===== src/design/pjt_pkg.sv =====
// Shared constants and types for the pulser/jog-teach interlock ends
package pjt_pkg;
   localparam int AW = 13;
   localparam int DW = 16;
   // Buffer-memory word addresses
   localparam logic [12:0] ADR_EN_X = 13'h002F;
   localparam logic [12:0] ADR_EN_Y = 13'h015B;
   localparam logic [12:0] ADR_RATE_X = 13'h00CA;
   localparam logic [12:0] ADR_RATE_Y = 13'h01F6;
   localparam logic [12:0] ADR_JOG_X = 13'h002C;
   localparam logic [12:0] ADR_JOG_Y = 13'h0158;
   localparam logic [12:0] ADR_JOG_LIM = 13'h03E0;
   localparam logic [12:0] ADR_ERR = 13'h03E1;
   localparam logic [12:0] ADR_DATA_X = 13'h13D0;
   localparam logic [12:0] ADR_DATA_Y = 13'h1600;
   localparam logic [15:0] EN_ON = 16'h0001;
   localparam logic [15:0] EN_OFF = 16'h0000;
   localparam logic [15:0] RST_WORD = 16'h0000;
   localparam logic [15:0] RST_JOG_LIM = 16'hFFFF;
   localparam logic [7:0] ERR_NONE = 8'h00;
   localparam logic [7:0] ERR_PULSER_BUSY = 8'h49;
   // Output rate word counts in 10 pulses/s
   localparam int CLK_HZ = 40000000;
   localparam int RATE_UNIT_PPS = 10;
   localparam logic [22:0] NCO_TOP = 23'(CLK_HZ / RATE_UNIT_PPS);
   localparam logic [23:0] PEND_MAX = 24'hFFFFFF;
   typedef enum logic [2:0] {
      CMD_SETUP,
      CMD_INCH_ON,
      CMD_INCH_OFF,
      CMD_JOG,
      CMD_STORE
   } pjt_cmd_t;
   function automatic logic [12:0] pjt_axis_adr(input logic ax, input logic [12:0] ax_x,
                                                input logic [12:0] ax_y);
      pjt_axis_adr = ax ? ax_y : ax_x;
   endfunction : pjt_axis_adr
endpackage : pjt_pkg


===== src/design/pjt_if.sv =====
// Interface joining the positioning module end and the controller end
`timescale 1ns/10ps
`default_nettype none
interface pjt_if;
   logic module_ready_flag;
   logic x_axis_busy_flag;
   logic y_axis_busy_flag;
   logic x_positioning_started_flag;
   logic y_positioning_started_flag;
   logic x_aux_code_active_flag;
   logic y_aux_code_active_flag;
   logic x_axis_stop_request;
   logic y_axis_stop_request;
   logic host_ready_request;
   logic bm_wr;
   logic bm_rd;
   logic [12:0] bm_addr;
   logic [15:0] bm_wdata;
   logic [15:0] bm_rdata;
   logic bm_rvalid;
   modport dev (
      output module_ready_flag, x_axis_busy_flag, y_axis_busy_flag,
      output x_positioning_started_flag, y_positioning_started_flag,
      output x_aux_code_active_flag, y_aux_code_active_flag, bm_rdata, bm_rvalid,
      input x_axis_stop_request, y_axis_stop_request, host_ready_request,
      input bm_wr, bm_rd, bm_addr, bm_wdata
   );
   modport host (
      input module_ready_flag, x_axis_busy_flag, y_axis_busy_flag,
      input x_positioning_started_flag, y_positioning_started_flag,
      input x_aux_code_active_flag, y_aux_code_active_flag, bm_rdata, bm_rvalid,
      output x_axis_stop_request, y_axis_stop_request, host_ready_request,
      output bm_wr, bm_rd, bm_addr, bm_wdata
   );
endinterface : pjt_if
`default_nettype wire


===== src/design/pjt_host.sv =====
// Controller end: start-condition checks and buffer-memory write sequences
//
// Contract
// - Inching start needs axis not busy.
// - Module holds busy while emitting pulser pulses.
// - Start needs positioning-started flag off.
// - Start needs auxiliary code flag off.
// - Start needs axis stop request off.
// - Enable bit zero ignores pulser silently.
// - Load output rate word before enabling.
// - Pulser during other motion raises error 73.
// - Clear enable word when not inching.
// - After halt, both axes idle first.
// - Test mode skips ready flag checks.
// - Jog speed at least bias; clamped above limit.
// - Jog teach stores position into data entry.
// - Inching teach stores reached position.
// - Combined teach: jog, inch, then store.
// - Jog teach after halt needs both idle.
// - Pulses counted only when enabled, not otherwise busy.
`timescale 1ns/10ps
`default_nettype none
module pjt_host (
   input wire logic ref_clk_i,
   input wire logic rst_i,
   pjt_if.host bus,
   input wire logic cmd_valid_i,
   input wire pjt_pkg::pjt_cmd_t cmd_i,
   input wire logic axis_i,
   input wire logic [15:0] arg_i,
   input wire logic [31:0] pos_i,
   input wire logic [7:0] data_no_i,
   input wire logic [15:0] bias_i,
   input wire logic test_mode_i,
   input wire logic halt_seen_i,
   input wire logic [1:0] stop_i,
   input wire logic drive_ready_i,
   input wire logic ext_stop_i,
   output var logic cmd_ready_o,
   output var logic done_o,
   output var logic refused_o
);
   typedef enum logic [3:0] {
      HS_IDLE,
      HS_CHECK,
      HS_DROP,
      HS_RATE,
      HS_RAISE,
      HS_EN,
      HS_OFF,
      HS_JOG,
      HS_LO,
      HS_HI,
      HS_SETUP
   } pjt_hst_t;

   typedef struct packed {
      pjt_hst_t fsm;
      logic [1:0] dsync;
      logic [1:0] esync;
      logic [1:0] stop;
      logic hready;
      logic wr;
      logic [12:0] addr;
      logic [15:0] wdata;
      logic idle;
      logic done;
      logic refused;
      pjt_pkg::pjt_cmd_t cmd;
      logic ax;
      logic [15:0] arg;
      logic [31:0] pos;
      logic [7:0] no;
   } pjt_host_st_t;

   pjt_host_st_t st_r;
   pjt_host_st_t st_nxt;
   logic [1:0] busy;
   logic [1:0] started;
   logic [1:0] aux;

   assign busy = {bus.y_axis_busy_flag, bus.x_axis_busy_flag};
   assign started = {bus.y_positioning_started_flag, bus.x_positioning_started_flag};
   assign aux = {bus.y_aux_code_active_flag, bus.x_aux_code_active_flag};

   // Common start interlock for inching and jog-teach
   function automatic logic start_ok(input pjt_host_st_t s, input logic [1:0] bz,
                                     input logic [1:0] sf, input logic [1:0] af,
                                     input logic mrdy, input logic tst, input logic halt);
      logic ok;
      ok = s.dsync[1] & ~s.esync[1];
      ok = ok & ~bz[s.ax];
      ok = ok & ~sf[s.ax];
      ok = ok & ~af[s.ax];
      ok = ok & ~s.stop[s.ax];
      // Test mode may leave these off, so they are not looked at
      ok = ok & (tst | (mrdy & s.hready));
      // After a peripheral halt both axes must be at rest
      ok = ok & (~halt | (bz == 2'b00));
      start_ok = ok;
   endfunction : start_ok

   function automatic logic [12:0] data_adr(input logic ax, input logic [7:0] no,
                                            input logic hi);
      data_adr = pjt_pkg::pjt_axis_adr(ax, pjt_pkg::ADR_DATA_X, pjt_pkg::ADR_DATA_Y)
                 + {4'h0, no, hi};
   endfunction : data_adr

   always_comb begin
      st_nxt = st_r;
      st_nxt.dsync = {st_r.dsync[0], drive_ready_i};
      st_nxt.esync = {st_r.esync[0], ext_stop_i};
      st_nxt.stop = stop_i;
      st_nxt.wr = 1'b0;
      st_nxt.done = 1'b0;
      st_nxt.refused = 1'b0;
      st_nxt.idle = 1'b0;
      case (st_r.fsm)
         HS_IDLE: begin
            st_nxt.idle = 1'b1;
            if (cmd_valid_i) begin
               st_nxt.idle = 1'b0;
               st_nxt.cmd = cmd_i;
               st_nxt.ax = axis_i;
               st_nxt.arg = arg_i;
               st_nxt.pos = pos_i;
               st_nxt.no = data_no_i;
               st_nxt.fsm = HS_CHECK;
            end
         end
         HS_CHECK: begin
            st_nxt.fsm = HS_IDLE;
            st_nxt.refused = 1'b1;
            case (st_r.cmd)
               pjt_pkg::CMD_SETUP: begin
                  st_nxt.refused = 1'b0;
                  st_nxt.fsm = HS_SETUP;
               end
               pjt_pkg::CMD_INCH_OFF: begin
                  st_nxt.refused = 1'b0;
                  st_nxt.fsm = HS_OFF;
               end
               pjt_pkg::CMD_INCH_ON: begin
                  if (start_ok(st_r, busy, started, aux, bus.module_ready_flag,
                               test_mode_i, halt_seen_i)) begin
                     st_nxt.refused = 1'b0;
                     st_nxt.fsm = HS_DROP;
                  end
               end
               pjt_pkg::CMD_JOG: begin
                  if (start_ok(st_r, busy, started, aux, bus.module_ready_flag,
                               test_mode_i, halt_seen_i) && st_r.arg >= bias_i) begin
                     st_nxt.refused = 1'b0;
                     st_nxt.fsm = HS_JOG;
                  end
               end
               pjt_pkg::CMD_STORE: begin
                  // Position is only final once the axis has come to rest
                  if (!busy[st_r.ax]) begin
                     st_nxt.refused = 1'b0;
                     st_nxt.fsm = HS_LO;
                  end
               end
               default: ;
            endcase
            st_nxt.idle = st_nxt.refused;
         end
         HS_SETUP: begin
            st_nxt.wr = 1'b1;
            st_nxt.addr = pjt_pkg::ADR_JOG_LIM;
            st_nxt.wdata = st_r.arg;
            st_nxt.hready = 1'b1;
            st_nxt.done = 1'b1;
            st_nxt.idle = 1'b1;
            st_nxt.fsm = HS_IDLE;
         end
         HS_DROP: begin
            st_nxt.hready = 1'b0;
            st_nxt.fsm = HS_RATE;
         end
         HS_RATE: begin
            st_nxt.wr = 1'b1;
            st_nxt.addr = pjt_pkg::pjt_axis_adr(st_r.ax, pjt_pkg::ADR_RATE_X,
                                                pjt_pkg::ADR_RATE_Y);
            st_nxt.wdata = st_r.arg;
            st_nxt.fsm = HS_RAISE;
         end
         HS_RAISE: begin
            st_nxt.hready = 1'b1;
            st_nxt.fsm = HS_EN;
         end
         HS_EN: begin
            st_nxt.wr = 1'b1;
            st_nxt.addr = pjt_pkg::pjt_axis_adr(st_r.ax, pjt_pkg::ADR_EN_X, pjt_pkg::ADR_EN_Y);
            st_nxt.wdata = pjt_pkg::EN_ON;
            st_nxt.done = 1'b1;
            st_nxt.idle = 1'b1;
            st_nxt.fsm = HS_IDLE;
         end
         HS_OFF: begin
            st_nxt.wr = 1'b1;
            st_nxt.addr = pjt_pkg::pjt_axis_adr(st_r.ax, pjt_pkg::ADR_EN_X, pjt_pkg::ADR_EN_Y);
            st_nxt.wdata = pjt_pkg::EN_OFF;
            st_nxt.done = 1'b1;
            st_nxt.idle = 1'b1;
            st_nxt.fsm = HS_IDLE;
         end
         HS_JOG: begin
            st_nxt.wr = 1'b1;
            st_nxt.addr = pjt_pkg::pjt_axis_adr(st_r.ax, pjt_pkg::ADR_JOG_X, pjt_pkg::ADR_JOG_Y);
            st_nxt.wdata = st_r.arg;
            st_nxt.done = 1'b1;
            st_nxt.idle = 1'b1;
            st_nxt.fsm = HS_IDLE;
         end
         HS_LO: begin
            st_nxt.wr = 1'b1;
            st_nxt.addr = data_adr(st_r.ax, st_r.no, 1'b0);
            st_nxt.wdata = st_r.pos[15:0];
            st_nxt.fsm = HS_HI;
         end
         HS_HI: begin
            st_nxt.wr = 1'b1;
            st_nxt.addr = data_adr(st_r.ax, st_r.no, 1'b1);
            st_nxt.wdata = st_r.pos[31:16];
            st_nxt.done = 1'b1;
            st_nxt.idle = 1'b1;
            st_nxt.fsm = HS_IDLE;
         end
         default: begin
            st_nxt.fsm = HS_IDLE;
            st_nxt.idle = 1'b1;
         end
      endcase
   end

   always_ff @(posedge ref_clk_i) begin
      if (rst_i) begin
         st_r <= '0;
         st_r.fsm <= HS_IDLE;
         st_r.idle <= 1'b1;
         st_r.cmd <= pjt_pkg::CMD_SETUP;
      end else begin
         st_r <= st_nxt;
      end
   end

   assign bus.x_axis_stop_request = st_r.stop[0];
   assign bus.y_axis_stop_request = st_r.stop[1];
   assign bus.host_ready_request = st_r.hready;
   assign bus.bm_wr = st_r.wr;
   assign bus.bm_rd = 1'b0;
   assign bus.bm_addr = st_r.addr;
   assign bus.bm_wdata = st_r.wdata;
   assign cmd_ready_o = st_r.idle;
   assign done_o = st_r.done;
   assign refused_o = st_r.refused;
endmodule : pjt_host
`default_nettype wire


===== src/flat_wrapper.sv =====
// flat-port wrapper written by rule: the top's interface ports become plain ports
module pjt_host_flat 
  (ref_clk_i, rst_i, cmd_valid_i, cmd_i, axis_i, arg_i, pos_i, data_no_i, bias_i, test_mode_i, halt_seen_i, stop_i, drive_ready_i, ext_stop_i, cmd_ready_o, done_o, refused_o, bus_module_ready_flag, bus_x_axis_busy_flag, bus_y_axis_busy_flag, bus_x_positioning_started_flag, bus_y_positioning_started_flag, bus_x_aux_code_active_flag, bus_y_aux_code_active_flag, bus_bm_rdata, bus_bm_rvalid, bus_x_axis_stop_request, bus_y_axis_stop_request, bus_host_ready_request, bus_bm_wr, bus_bm_rd, bus_bm_addr, bus_bm_wdata);
  pjt_if bus_i ();
  input wire logic ref_clk_i;
  input wire logic rst_i;
  input wire logic cmd_valid_i;
  input wire pjt_pkg::pjt_cmd_t cmd_i;
  input wire logic axis_i;
  input wire logic [15:0] arg_i;
  input wire logic [31:0] pos_i;
  input wire logic [7:0] data_no_i;
  input wire logic [15:0] bias_i;
  input wire logic test_mode_i;
  input wire logic halt_seen_i;
  input wire logic [1:0] stop_i;
  input wire logic drive_ready_i;
  input wire logic ext_stop_i;
  output var logic cmd_ready_o;
  output var logic done_o;
  output var logic refused_o;
  input wire logic [$bits(bus_i.module_ready_flag)-1:0] bus_module_ready_flag;
  input wire logic [$bits(bus_i.x_axis_busy_flag)-1:0] bus_x_axis_busy_flag;
  input wire logic [$bits(bus_i.y_axis_busy_flag)-1:0] bus_y_axis_busy_flag;
  input wire logic [$bits(bus_i.x_positioning_started_flag)-1:0] bus_x_positioning_started_flag;
  input wire logic [$bits(bus_i.y_positioning_started_flag)-1:0] bus_y_positioning_started_flag;
  input wire logic [$bits(bus_i.x_aux_code_active_flag)-1:0] bus_x_aux_code_active_flag;
  input wire logic [$bits(bus_i.y_aux_code_active_flag)-1:0] bus_y_aux_code_active_flag;
  input wire logic [$bits(bus_i.bm_rdata)-1:0] bus_bm_rdata;
  input wire logic [$bits(bus_i.bm_rvalid)-1:0] bus_bm_rvalid;
  output wire logic [$bits(bus_i.x_axis_stop_request)-1:0] bus_x_axis_stop_request;
  output wire logic [$bits(bus_i.y_axis_stop_request)-1:0] bus_y_axis_stop_request;
  output wire logic [$bits(bus_i.host_ready_request)-1:0] bus_host_ready_request;
  output wire logic [$bits(bus_i.bm_wr)-1:0] bus_bm_wr;
  output wire logic [$bits(bus_i.bm_rd)-1:0] bus_bm_rd;
  output wire logic [$bits(bus_i.bm_addr)-1:0] bus_bm_addr;
  output wire logic [$bits(bus_i.bm_wdata)-1:0] bus_bm_wdata;
  assign bus_i.module_ready_flag = bus_module_ready_flag;
  assign bus_i.x_axis_busy_flag = bus_x_axis_busy_flag;
  assign bus_i.y_axis_busy_flag = bus_y_axis_busy_flag;
  assign bus_i.x_positioning_started_flag = bus_x_positioning_started_flag;
  assign bus_i.y_positioning_started_flag = bus_y_positioning_started_flag;
  assign bus_i.x_aux_code_active_flag = bus_x_aux_code_active_flag;
  assign bus_i.y_aux_code_active_flag = bus_y_aux_code_active_flag;
  assign bus_i.bm_rdata = bus_bm_rdata;
  assign bus_i.bm_rvalid = bus_bm_rvalid;
  assign bus_x_axis_stop_request = bus_i.x_axis_stop_request;
  assign bus_y_axis_stop_request = bus_i.y_axis_stop_request;
  assign bus_host_ready_request = bus_i.host_ready_request;
  assign bus_bm_wr = bus_i.bm_wr;
  assign bus_bm_rd = bus_i.bm_rd;
  assign bus_bm_addr = bus_i.bm_addr;
  assign bus_bm_wdata = bus_i.bm_wdata;
  pjt_host u_core (.ref_clk_i(ref_clk_i), .rst_i(rst_i), .bus(bus_i), .cmd_valid_i(cmd_valid_i), .cmd_i(cmd_i), .axis_i(axis_i), .arg_i(arg_i), .pos_i(pos_i), .data_no_i(data_no_i), .bias_i(bias_i), .test_mode_i(test_mode_i), .halt_seen_i(halt_seen_i), .stop_i(stop_i), .drive_ready_i(drive_ready_i), .ext_stop_i(ext_stop_i), .cmd_ready_o(cmd_ready_o), .done_o(done_o), .refused_o(refused_o));
endmodule

===== config.mk =====
export PLATFORM = sky130hd
export DESIGN_NAME = pjt_host_flat
export DESIGN_NICKNAME = d
export VERILOG_FILES = /design/src/design/pjt_pkg.sv /design/src/design/pjt_if.sv /design/src/design/pjt_host.sv /design/src/flat_wrapper.sv
export SDC_FILE = /design/constraint.sdc
export NUM_CORES = 1
export LEC_CHECK = 0
export BUFFER_PORTS_ARGS = -buffer_cell sky130_fd_sc_hd__buf_2
export CORE_MARGIN = 2
export CORE_UTILIZATION = 27
export CTS_CLUSTER_DIAMETER = 80
export DETAILED_ROUTE_END_ITERATION = 10
export PLACE_DENSITY = 0.59
export SYNTH_ARGS = -nofsm -noshare
export SYNTH_HDL_FRONTEND = slang
export SYNTH_SLANG_ARGS = --single-unit

===== constraint.sdc =====
create_clock -name ref_clk_i -period 2.7 [get_ports ref_clk_i]
set_input_delay 0 -clock ref_clk_i [delete_from_list [all_inputs] [get_ports ref_clk_i]]
set_output_delay 0 -clock ref_clk_i [all_outputs]
set_load 0.01 [all_outputs]

==> flow_summary_export.csv, run 1 <==
group,metric,value,unit
logic_synthesis,ys_seq_area_share,41.05,%
sta,finalClockSkew,0.01215,ns
drt,ant_nets,0,
floorplan,initial_core_util,27.30,%
global_routing,grt_max_degree,61,
cts,cts.reportedPaths.clkPinSlew,0.07,ns
logic_synthesis,ys_ff_latch,104,
global_routing,grt_pass1_wl,23920,µm
cts,clk_latency,0.35,ns
drt,drc_errors,0,
final_layout,area.growth.synth_to_final,31.62,%
sta,rsz0062_at_grt,"false",
sta,finalCriticalPeriod,2.094,ns
final_layout,num-nets-final,895,
drt,via_per_inst,4.730,
pwr,powerDensity,666.2,nW/µm²
pwr,power.leakage,2.842,nW
logic_synthesis,synthesis.instances,622,
hold_path,whs_path_depth,3,
drt,vias,4754,
sta,max_freq,0.4776,GHz
global_routing,grt_pass1_vias,4651,
worst_setup_path,critPathRequiredTime,2.98,ns
run_status,outcome,"finished clean",
cts,clkSinkCount,104,
sta,setup_tns,0,ns
logic_synthesis,avgSynthCellArea,8.155,µm²
floorplan,std_cell_rows,50,
pwr,netSwitchingFraction,30.56,%
sta,setup_viol,0,
pwr,power_switching,1.359,mW
sta,worst_slew_pin_slew,1.085,ns
logic_synthesis,ys.flop_type,"dfxtp_1",
sta,finalHoldViolCount,0,
pwr,intPower,3.089,mW
worst_setup_path,start_kind,"register",
sta,fin_crit_sh,77.54,%
global_routing,antenna_found_initial,1,
worst_setup_path,cp_max_fo,13,
drt,drt_iter0_drc,355,
final_layout,mostFrequentLayoutCell,"nand2_1",
cts,cts_tree,"yes",
logic_synthesis,synth_area,5072,µm²
drt,totalWireLength,14800,µm
worst_setup_path,critPathLaunch,"u_core.st_r[101]$_SDFFE_PP0N_",
drt,avgRoutedWirePerCell,14.72,µm
sta,drv_slew,0,
flow_run,drv_cap,0,
sta,whs,0.05813,ns
worst_setup_path,reg2regPathDepth,5,
logic_synthesis,ys_warn_count,0,
worst_setup_path,crit_type,"reg -> reg",
floorplan,die_h,141.1,µm
worst_setup_path,crit_buf_inv,0,
logic_synthesis,syn-num-nets,752,
pwr,p_comb_share,24.2,%
floorplan,core-area,18580,µm²
worst_setup_path,crit_path_cell_trace,"or3b_1, o22ai_1, a222oi_1, a21oi_1, nor3_1",
cts,cts_made_buffers,9,
cts,ctsResizeCount,0,
pwr,seqPwrFrac,41.0,%
worst_setup_path,cp_slowest_stage_delay,0.71,ns
final_layout,drive_above_1_share,23.25,%
floorplan,top_level_ports,146,
cts,cts-root-buf,"clkbuf_16",
logic_synthesis,async_flop_share,0,%
pwr,p_clk_share,34.8,%
pwr,max-vdd-ir-drop,0.0002883,V
final_layout,layout_common_cells,"nand2_1 (150), buf_2 (126), dfxtp_1 (104)",
cts,clock_path_buffers,2,
logic_synthesis,synth_cell_types,69,
sta,slew_headroom,27.51,%
floorplan,die_x,141.1,µm
worst_setup_path,crit_family,"simple AND/OR/NAND/NOR gates",
worst_setup_path,slowest_stage,"dfxtp_1",
hold_path,holdCritStartpoint,"cmd_valid_i",
worst_setup_path,critPathArrivalTime,2.37,ns
floorplan,dieArea,19900,µm²
placed_design,hpwl,10040,µm
worst_setup_path,crit_path_end_kind,"register",
cts,htreeDepth,3,
logic_synthesis,synth_edf_count,0,
placed_design,port_buffers,127,
worst_setup_path,cp.depth,5,
global_routing,grt_overflow,0,
hold_path,min_path_type,"in -> reg",
drt,drt_first_pass_iters,5,
global_routing,grt_use_total,15.19,%
worst_setup_path,r2r_start,"u_core.st_r[101]$_SDFFE_PP0N_",
placed_design,gp_congestion,0.7788,
-- logic make-up after synthesis --
group,after synthesis,synth area share (%)
AO/OA/AOI/OAI,170,22.00
XOR/XNOR,2,0.3454
adder cells (fa/ha/maj),23,5.575
buffers and inverters,96,10.58
flip-flops,104,41.05
multiplexers,1,0.1973
other,1,0.07393
AND/OR/NAND/NOR,225,20.18
-- power by group through the flow --
stage,sequential (mW),combinational [mW],clock [mW]
after floorplan,1.81,0.769,0
after global placement,1.86,1.01,0
after detailed placement,1.86,1.02,0
after CTS,1.82,1.09,1.59
after global routing,1.85,1.22,1.64
final,1.82,1.08,1.55
-- metal layers --
layer | vias to the layer above | GRT usage (%) | wire length (µm)
met4 | 0 | 4.263 | 168
met2 | 132 | 25.83 | 7065
li1 | 2419 | - | -
met5 | - | 0 | 0
met3 | 12 | 3.261 | 778
met1 | 2191 | 19.44 | 6786
-- worst register-to-register path, cell delays in order, from the launching register on --
cell and delay [ns]:
dfxtp_1 0.71, or3b_1 0.54, o22ai_1 0.16, a222oi_1 0.35
a21oi_1 0.09, nor3_1 0.17
-- sequential cells by signal, indices dropped and copies added (netlist names) --
| register | count |
|---|---|
| u_core.bus.x_axis_stop_request | 1 |
| u_core.done_o | 1 |
| u_core.bus.bm_addr | 13 |
| u_core.st_r | 66 |
| u_core.st_nxt | 2 |
| u_core.cmd_ready_o | 1 |
| u_core.bus.y_axis_stop_request | 1 |
| u_core.refused_o | 1 |
| u_core.bus.bm_wdata | 16 |
| u_core.bus.host_ready_request | 1 |
| u_core.bus.bm_wr | 1 |
-- path summary, 6_finish.rpt --
| check | endpoint | slack, ns |
|---|---|---|
| min reg2reg | u_core.st_r[99]$_SDFF_PP0_ | 0.44 |
| max | u_core.bus.bm_wdata[0]$_SDFFE_PP0P_ | 0.61 |
| min | u_core.st_r[103]$_SDFFE_PP0N_ | 0.06 |
| max reg2reg | u_core.bus.bm_wdata[0]$_SDFFE_PP0P_ | 0.61 |
-- metrics by stage --
step | instances | worst slack, ns | util, % | power, mW | instance area, µm²
floorplan | 622 | 0.6984 | - | 2.576 | 5072
global placement | 924 | 0.6216 | 30.58 | 2.867 | 5682
detailed placement | 924 | 0.6143 | 30.58 | 2.876 | 5682
CTS | 1004 | 0.6027 | 35.92 | 4.505 | 6674
global route | 1005 | 0.4468 | 35.93 | 4.704 | 6676
finish | 1005 | 0.6063 | 35.93 | 4.448 | 6676
-- cell usage after synthesis (2+ instances only) --
cell type    n  area share (%)
nand2_1    150              11
dfxtp_1    104              41
a21oi_1     96             9.5
buf_4       34             5.0
nor2_1      25             1.9
ha_1        21             5.2
inv_1       21             1.6
clkbuf_1    18             1.3
a222oi_1    17             3.4
buf_2       15             1.5
o21ai_0     13             1.3
nor2b_1     11             1.4
nor3_1       7            0.69
a21o_1       5            0.74
o22ai_1      5            0.62
a211oi_1     4            0.59
buf_6        4            0.89
nand3_1      4            0.39
nand4_1      4            0.49
inv_2        3            0.22
nor3b_1      3            0.44
a22oi_1      2            0.30
a31o_2       2            0.35
a31oi_1      2            0.25
maj3_1       2            0.39
nand2b_1     2            0.25
nor4_1       2            0.25
nor4b_1      2            0.35
o31ai_1      2            0.30
o32ai_1      2            0.35
or2_2        2            0.25
-- final cells by class --
cell class / count / area [µm²]
clock inverter: 6 / 112.6
clock buffer: 10 / 239.0
tap: 234 / 292.8
antenna: 1 / 2.502
timing repair buffer: 203 / 1394
fill: 1934 / 11900
inverter: 25 / 93.84
sequential: 104 / 2082
multi-input combinational: 422 / 2460
-- timing repair --
item,CTS,global route
setup buffers,0,0
endpoints found under the hold margin,64,0
hold buffers,64,0
(Power assumes the default switching activity.)
==> run 2, diff against run 1 <==
Settings changed: PLACE_DENSITY 0.59 to 0.61.
Clock period 2.7 ns to 1.7 ns, I/O delays scaled along.
==> run 2 against run 1 <==
Net effect:
- fmax rose by 19%
- wire length rose by 8.9%
- combinational power rose by 100%
- critical path depth rose by 2
- via count rose by 3.7%
- cell area rose by 9.3%
- largest power group unchanged
- global-route usage rose by 0.71 points
- the run now ends with setup timing left
- first-iteration DRC count fell by 28%
- total power rose by 60%
- sequential share of layout area fell by 2.4 points
- critical endpoint is now u_core.st_r[101]$_SDFFE_PP0N_
- sequential power rose by 59%
- clock skew rose by 0.0038 ns
==> flow_summary_export.csv, run 2 (same netlist as run 1, synthesis figures left out) <==
group,metric,value,unit
global_routing,grt_pass1_vias,4770,
global_routing,grt_max_degree,99,
hold_path,whs_path_depth,3,
final_layout,mostFrequentLayoutCell,"nand2_1",
final_layout,postLayoutCellArea,7300,µm²
worst_setup_path,critPathArrivalTime,2.05,ns
final_layout,drive_above_1_share,32.60,%
pwr,seqPwrFrac,40.7,%
final_layout,final_core_util,39.29,%
pwr,powerDensity,972.4,nW/µm²
placed_design,hpwl,10910,µm
floorplan,die_x,141.1,µm
worst_setup_path,reg2regPathDepth,7,
worst_setup_path,r2r_start,"u_core.st_r[49]$_SDFFE_PP0P_",
sta,finalHoldViolCount,0,
worst_setup_path,cp_max_fo,3,
run_status,violations,"setup timing",
worst_setup_path,crit_path_end_kind,"register",
final_layout,finalNonFillerCells,1056,
floorplan,dieArea,19900,µm²
sta,fin_crit_sh,103.9,%
final_layout,largest_reg_flops,66,
placed_design,gp_congestion,0.7907,
drt,ant_nets,0,
cts,cts-root-buf,"clkbuf_16",
hold_path,hold_end,"u_core.done_o$_SDFF_PP0_",
placed_design,dp_cells,974,
pwr,power_switching,2.345,mW
drt,drt_iter0_drc,257,
sta,whs,0.02701,ns
pwr,p_comb_share,30.5,%
floorplan,std_cell_rows,50,
hold_path,min_path_type,"in -> reg",
placed_design,port_buffers,127,
pwr,max-vdd-ir-drop,0.0005521,V
worst_setup_path,r2r-end,"u_core.st_r[101]$_SDFFE_PP0N_",
sta,setup_viol,5,
cts,cts_setup_buffers,0,
sta,rsz0062_at_grt,"true",
drt,totalWireLength,16120,µm
cts,clkSinkCount,104,
final_layout,layout_common_cells,"nand2_1 (149), buf_2 (126), a21oi_1 (93), dfxtp_1 (93), dlygate4sd3_1 (64)",
cts,clk_latency,0.36,ns
cts,cts_tree,"yes",
pwr,p_clk_share,28.8,%
drt,drc_errors,0,
run_status,outcome,"finished with violations",
final_layout,largest-register,"u_core.st_r",
pwr,power.leakage,3.088,nW
worst_setup_path,crit_path_cell_trace,"ha_4, nand4_1, or3_1, a221oi_2, buf_4, nor3_2, o32ai_2",
worst_setup_path,crit_type,"reg -> reg",
cts,clock_path_buffers,2,
sta,slew_headroom,62.39,%
hold_path,holdCritStartpoint,"rst_i",
cts,htreeDepth,3,
drt,drt_first_pass_iters,6,
final_layout,diodes,0,
sta,worst_slew_pin_slew,0.5628,ns
worst_setup_path,start_kind,"register",
worst_setup_path,cp_slowest_stage_delay,0.38,ns
pwr,finalPower,7.098,mW
sta,finalClockSkew,0.01594,ns
pwr,netSwitchingFraction,33.04,%
worst_setup_path,regToRegSetupSlack,-0.07,ns
sta,max_freq,0.5660,GHz
global_routing,grt_use_total,15.90,%
cts,cts.reportedPaths.clkPinSlew,0.08,ns
floorplan,die_h,141.1,µm
floorplan,core-area,18580,µm²
cts,cts_made_buffers,9,
floorplan,initial_core_util,27.30,%
worst_setup_path,critPathRequiredTime,1.98,ns
flow_run,drv_cap,0,
final_layout,area.growth.synth_to_final,43.91,%
floorplan,top_level_ports,146,
sta,finalWorstSetupSlack,-0.06666,ns
global_routing,grt_overflow,0,
drt,via_per_inst,4.668,
pwr,intPower,4.753,mW
global_routing,antenna_found_initial,0,
worst_setup_path,slowest_stage,"or3_1",
final_layout,num-nets-final,947,
drt,avgRoutedWirePerCell,15.26,µm
drt,vias,4929,
placed_design,dpl_cell_area,6136,µm²
global_routing,grt_pass1_wl,24870,µm
sta,drv_slew,0,
sta,finalCriticalPeriod,1.767,ns
## run 2: cell count changes in the layout (fill, tap and decap cells not counted), moves of 3 or more
cell,change
ha_1,-13
ha_4,+13
dfxtp_2,+10
dfxtp_1,-11
a21oi_1,-3
a21oi_2,+3
bufinv_16,-3
buf_4,+45
buf_6,+3
## run 2: power by group through the flow
stage	sequential, mW	clock, mW	combinational [mW]
6_report	2.89	2.04	2.17
3_5_place_dp	2.92	0	1.95
2_1_floorplan	2.87	0	1.25
3_3_place_gp	2.91	0	1.92
4_1_cts	2.87	2.12	2.10
5_1_grt	2.92	2.21	2.41
## run 2: worst max-delay path by stage
stage	from	endpoint	slack [ns]	cells after the start
after detailed placement	u_core.st_r[50]$_SDFFE_PP0P_	u_core.st_r[101]$_SDFFE_PP0N_	-0.13	7
after global routing	u_core.st_r[49]$_SDFFE_PP0P_	u_core.st_r[101]$_SDFFE_PP0N_	-0.16	7
after CTS	u_core.st_r[51]$_SDFFE_PP0P_	u_core.st_r[101]$_SDFFE_PP0N_	-0.1	7
after floorplan	u_core.st_r[56]$_SDFFE_PP0P_	u_core.bus.bm_addr[10]$_SDFFE_PP0P_	-0.01	9
final	u_core.st_r[49]$_SDFFE_PP0P_	u_core.st_r[101]$_SDFFE_PP0N_	-0.07	7
after global placement	u_core.st_r[51]$_SDFFE_PP0P_	u_core.st_r[101]$_SDFFE_PP0N_	-0.10	7
## run 2: metal layers
layer | track usage [%] | vias up | wire [µm]
met4 | 5.158 | 0 | 345
met2 | 26.72 | 158 | 7697
met3 | 3.533 | 18 | 911
met1 | 20.24 | 2229 | 7161
met5 | 0 | - | 0
li1 | - | 2524 | -
## run 2: final cells by class
cell class              count  area (µm²)
well taps                 234       292.8
multi-input cells         423        2701
clock buffers              10       229.0
inverters                  25       96.34
fillers                  1885       11280
clock inverters             6       61.31
repair buffers            254        1821
flip-flops and latches    104        2098
## run 2: worst max-delay path, delay by kind of cell (launching register included)
kind | cells | cell delay, ns
fa+ha+maj | 1 | 0.26
buf+inv | 1 | 0.15
compound gates | 2 | 0.40
simple gates | 3 | 0.53
flops | 1 | 0.34
## run 2: repair_timing
item | 4_1_cts | 5_1_grt
endpoints found under the hold margin | 64 | 0
hold buffers | 64 | 0
endpoints found under the setup margin | 11 | 85
gates cloned | 0 | 2
resized for setup | 13 | 29
pin swaps | 11 | 10
## run 2: through the flow
| stage | worst slack, ns | setup TNS [ns] |
|---|---|---|
| global route | -0.1587 | -0.7856 |
| CTS | -0.09921 | -0.3320 |
| detailed placement | -0.1288 | -0.4508 |
| floorplan | -0.01448 | -0.01448 |
| global placement | -0.1017 | -0.2880 |
| finish | -0.06666 | -0.1909 |
==> run 3, diff against run 2 <==
Settings changed: ABC_AREA set to 1, PLACE_DENSITY 0.61 to 0.55.
==> run 3 against run 2 <==
Net effect:
- the run now ends clean
- clock power up 3%
- worst hold slack got worse by 0.0029 ns
- largest power group is now combinational cells
- critical path type unchanged
- register-to-register slack better by 0.20 ns
==> flow_summary_export.csv, run 3 <==
group,metric,value,unit
run_status,outcome,"finished clean",
cts,clock_path_buffers,2,
placed_design,port_buffers,127,
drt,avgRoutedWirePerCell,14.33,µm
logic_synthesis,syn-num-nets,797,
pwr,max-vdd-ir-drop,0.0008791,V
worst_setup_path,cp_max_fo,3,
logic_synthesis,yosys.area.top_type_share,41.06,%
logic_synthesis,synth_edf_count,0,
final_layout,num-nets-final,956,
flow_run,drv_cap,0,
global_routing,grt_pass1_vias,4563,
cts,cts-root-buf,"clkbuf_16",
sta,rsz0062_at_grt,"true",
logic_synthesis,yosysMostFrequentCell,"nand2_1",
cts,cts_tree,"yes",
pwr,power.leakage,3.093,nW
sta,setup_viol,0,
pwr,netSwitchingFraction,39.25,%
placed_design,dpl_cell_area,5778,µm²
placed_design,hpwl,10770,µm
logic_synthesis,synth_top_area_cell,"dfxtp_1",
worst_setup_path,crit_buf_inv,0,
worst_setup_path,start_kind,"register",
cts,clkSinkCount,104,
global_routing,grt_overflow,0,
pwr,p_clk_share,21.9,%
pwr,power_switching,3.767,mW
floorplan,top_level_ports,146,
logic_synthesis,synth_commonest_cells,"nand2_1 (105), dfxtp_1 (104), a21oi_1 (95), inv_1 (76), o21ai_0 (51)",
drt,drc_errors,0,
placed_design,dp_cells,983,
floorplan,initial_core_util,27.29,%
logic_synthesis,ys_warn_count,0,
pwr,intPower,5.832,mW
logic_synthesis,synthesis.instances,667,
sta,finalHoldViolCount,0,
final_layout,layout_common_cells,"buf_2 (127), nand2_1 (103), a21oi_1 (93), dfxtp_1 (93), inv_1 (71)",
final_layout,mostFrequentLayoutCell,"buf_2",
sta,setup_tns,0,ns
drt,drt_first_pass_iters,5,
pwr,seqPwrFrac,37.4,%
sta,max_freq,0.6394,GHz
floorplan,die_x,141.0,µm
sta,fin_crit_sh,92.00,%
worst_setup_path,crit_type,"reg -> reg",
drt,via_per_inst,4.546,
global_routing,antenna_found_initial,0,
logic_synthesis,avgSynthCellArea,7.603,µm²
cts,cts.reportedPaths.clkPinSlew,0.07,ns
hold_path,min_path_type,"in -> reg",
cts,htreeDepth,3,
final_layout,area.growth.synth_to_final,35.36,%
pwr,powerDensity,1398,nW/µm²
final_layout,finalNonFillerCells,1065,
logic_synthesis,synth_area_leaders,"dfxtp_1 (41%), a21oi_1 (9.4%), nand2_1 (7.8%), inv_1 (5.6%), ha_1 (5.2%)",
final_layout,diodes,0,
worst_setup_path,critPathRequiredTime,1.99,ns
floorplan,dieArea,19890,µm²
worst_setup_path,crit_family,"compound AO/OA/AOI/OAI gates",
floorplan,die_h,141.0,µm
worst_setup_path,slowest_stage,"dfxtp_1",
pwr,p_comb_share,40.7,%
global_routing,grt_pass1_wl,23590,µm
logic_synthesis,ys.flop_type,"dfxtp_1",
drt,vias,4842,
cts,cts_made_buffers,9,
worst_setup_path,crit_path_end_kind,"register",
floorplan,core-area,18580,µm²
final_layout,largest-register,"u_core.st_r",
sta,slew_headroom,66.72,%
final_layout,fillerInstances,1954,
drt,drt_iter0_drc,204,
worst_setup_path,cp_slowest_stage_delay,0.33,ns
worst_setup_path,crit_top_cell,"nand2_1",
logic_synthesis,ys_ff_latch,104,
cts,clk_latency,0.35,ns
global_routing,grt_max_degree,60,
sta,whs,0.02414,ns
logic_synthesis,synth_area,5071,µm²
floorplan,std_cell_rows,50,
logic_synthesis,synth_cell_types,37,
logic_synthesis,ys_seq_area_share,41.06,%
worst_setup_path,critPathArrivalTime,1.85,ns
drt,totalWireLength,15260,µm
sta,drv_slew,0,
logic_synthesis,async_flop_share,0,%
sta,finalCriticalPeriod,1.564,ns
placed_design,gp_congestion,0.7801,
final_layout,largest_reg_flops,66,
final_layout,drive_above_1_share,26.84,%
global_routing,grt_use_total,15.22,%
drt,ant_nets,0,
worst_setup_path,crit_path_cell_trace,"ha_1, nand2_1, o21ai_0, a21oi_1, nand2_2, nand3_2, nand2_1, nand2_1, a21oi_1",
sta,worst_slew_pin_slew,0.4987,ns
final_layout,postLayoutCellArea,6864,µm²
sta,finalClockSkew,0.009293,ns
==> run 3: worst register-to-register path: stages (launching register included) <==
cell and delay (ns):
dfxtp_1 0.33, ha_1 0.31, nand2_1 0.05, o21ai_0 0.24, a21oi_1 0.12, nand2_2 0.12, nand3_2 0.06, nand2_1 0.08
nand2_1 0.05, a21oi_1 0.14
==> run 3: area by class of cell <==
| class | instances | area [µm²] | area share [%] |
|---|---|---|---|
| clock buffer | 10 | 229.0 | 3.336 |
| inverter | 85 | 324.1 | 4.721 |
| tap | 234 | 292.8 | 4.265 |
| timing repair buffer | 213 | 1483 | 21.60 |
| multi-input combinational | 413 | 2369 | 34.51 |
| sequential | 104 | 2098 | 30.57 |
| clock inverter | 6 | 68.82 | 1.003 |
==> run 3: path summary, 6_finish.rpt <==
kind                                                       to                         start  slack [ns]  depth (start not counted)
worst max-delay path            u_core.st_r[101]$_SDFFE_PP0N_  u_core.st_r[51]$_SDFFE_PP0P_        0.14                          9
worst min-delay path             u_core.st_r[51]$_SDFFE_PP0P_                   cmd_valid_i        0.02                          3
worst max register to register  u_core.st_r[101]$_SDFFE_PP0N_  u_core.st_r[51]$_SDFFE_PP0P_        0.14                          9
worst min register to register     u_core.st_r[99]$_SDFF_PP0_  u_core.st_nxt[99]$_SDFF_PP0_        0.40                          2
==> run 3: cells by family (layout without fill, tap and decap cells) <==
kind of cell	count (synthesis)	after routing	share of synthesized area, %
and+or+nand+nor	201	201	17.52
AOI/OAI and AO/OA	190	190	21.76
adders and majority gates	21	21	5.181
DFF	104	104	41.06
buffers and inverters	150	314	14.41
other	1	1	0.07395
==> run 3: power groups by stage <==
stage,clock network (mW),logic (mW),registers (mW)
floorplan,0,2.91,3.50
global placement,0,3.68,3.60
detailed placement,0,3.72,3.60
CTS,2.18,3.85,3.55
global route,2.27,4.41,3.67
finish,2.11,3.90,3.59
==> run 3: stage by stage <==
| stage | setup WS [ns] | utilization [%] | power [mW] |
|---|---|---|---|
| 6_report | 0.1361 | 36.94 | 9.599 |
| 5_1_grt | -0.02915 | 36.94 | 10.35 |
| 4_1_cts | 0.08898 | 36.15 | 9.584 |
| 3_5_place_dp | 0.09744 | 31.10 | 7.326 |
| 3_3_place_gp | 0.1159 | 31.10 | 7.274 |
| 2_1_floorplan | 0.03299 | - | 6.413 |
==> run 3: metal layers <==
layer	up-vias	GRT usage [%]	part of all wire (%)
met3	10	3.125	4.2
li1	2512	-	-
met2	113	25.88	47
met1	2207	19.77	48
met4	0	3.895	0.77
met5	-	0	0
==> run 3: repair_timing <==
item / in CTS / in global routing
buffers inserted: 0 / 2
endpoints found under the setup margin: 0 / 17
resized for setup: 0 / 35
hold endpoints to repair: 64 / 0
hold buffers: 64 / 0
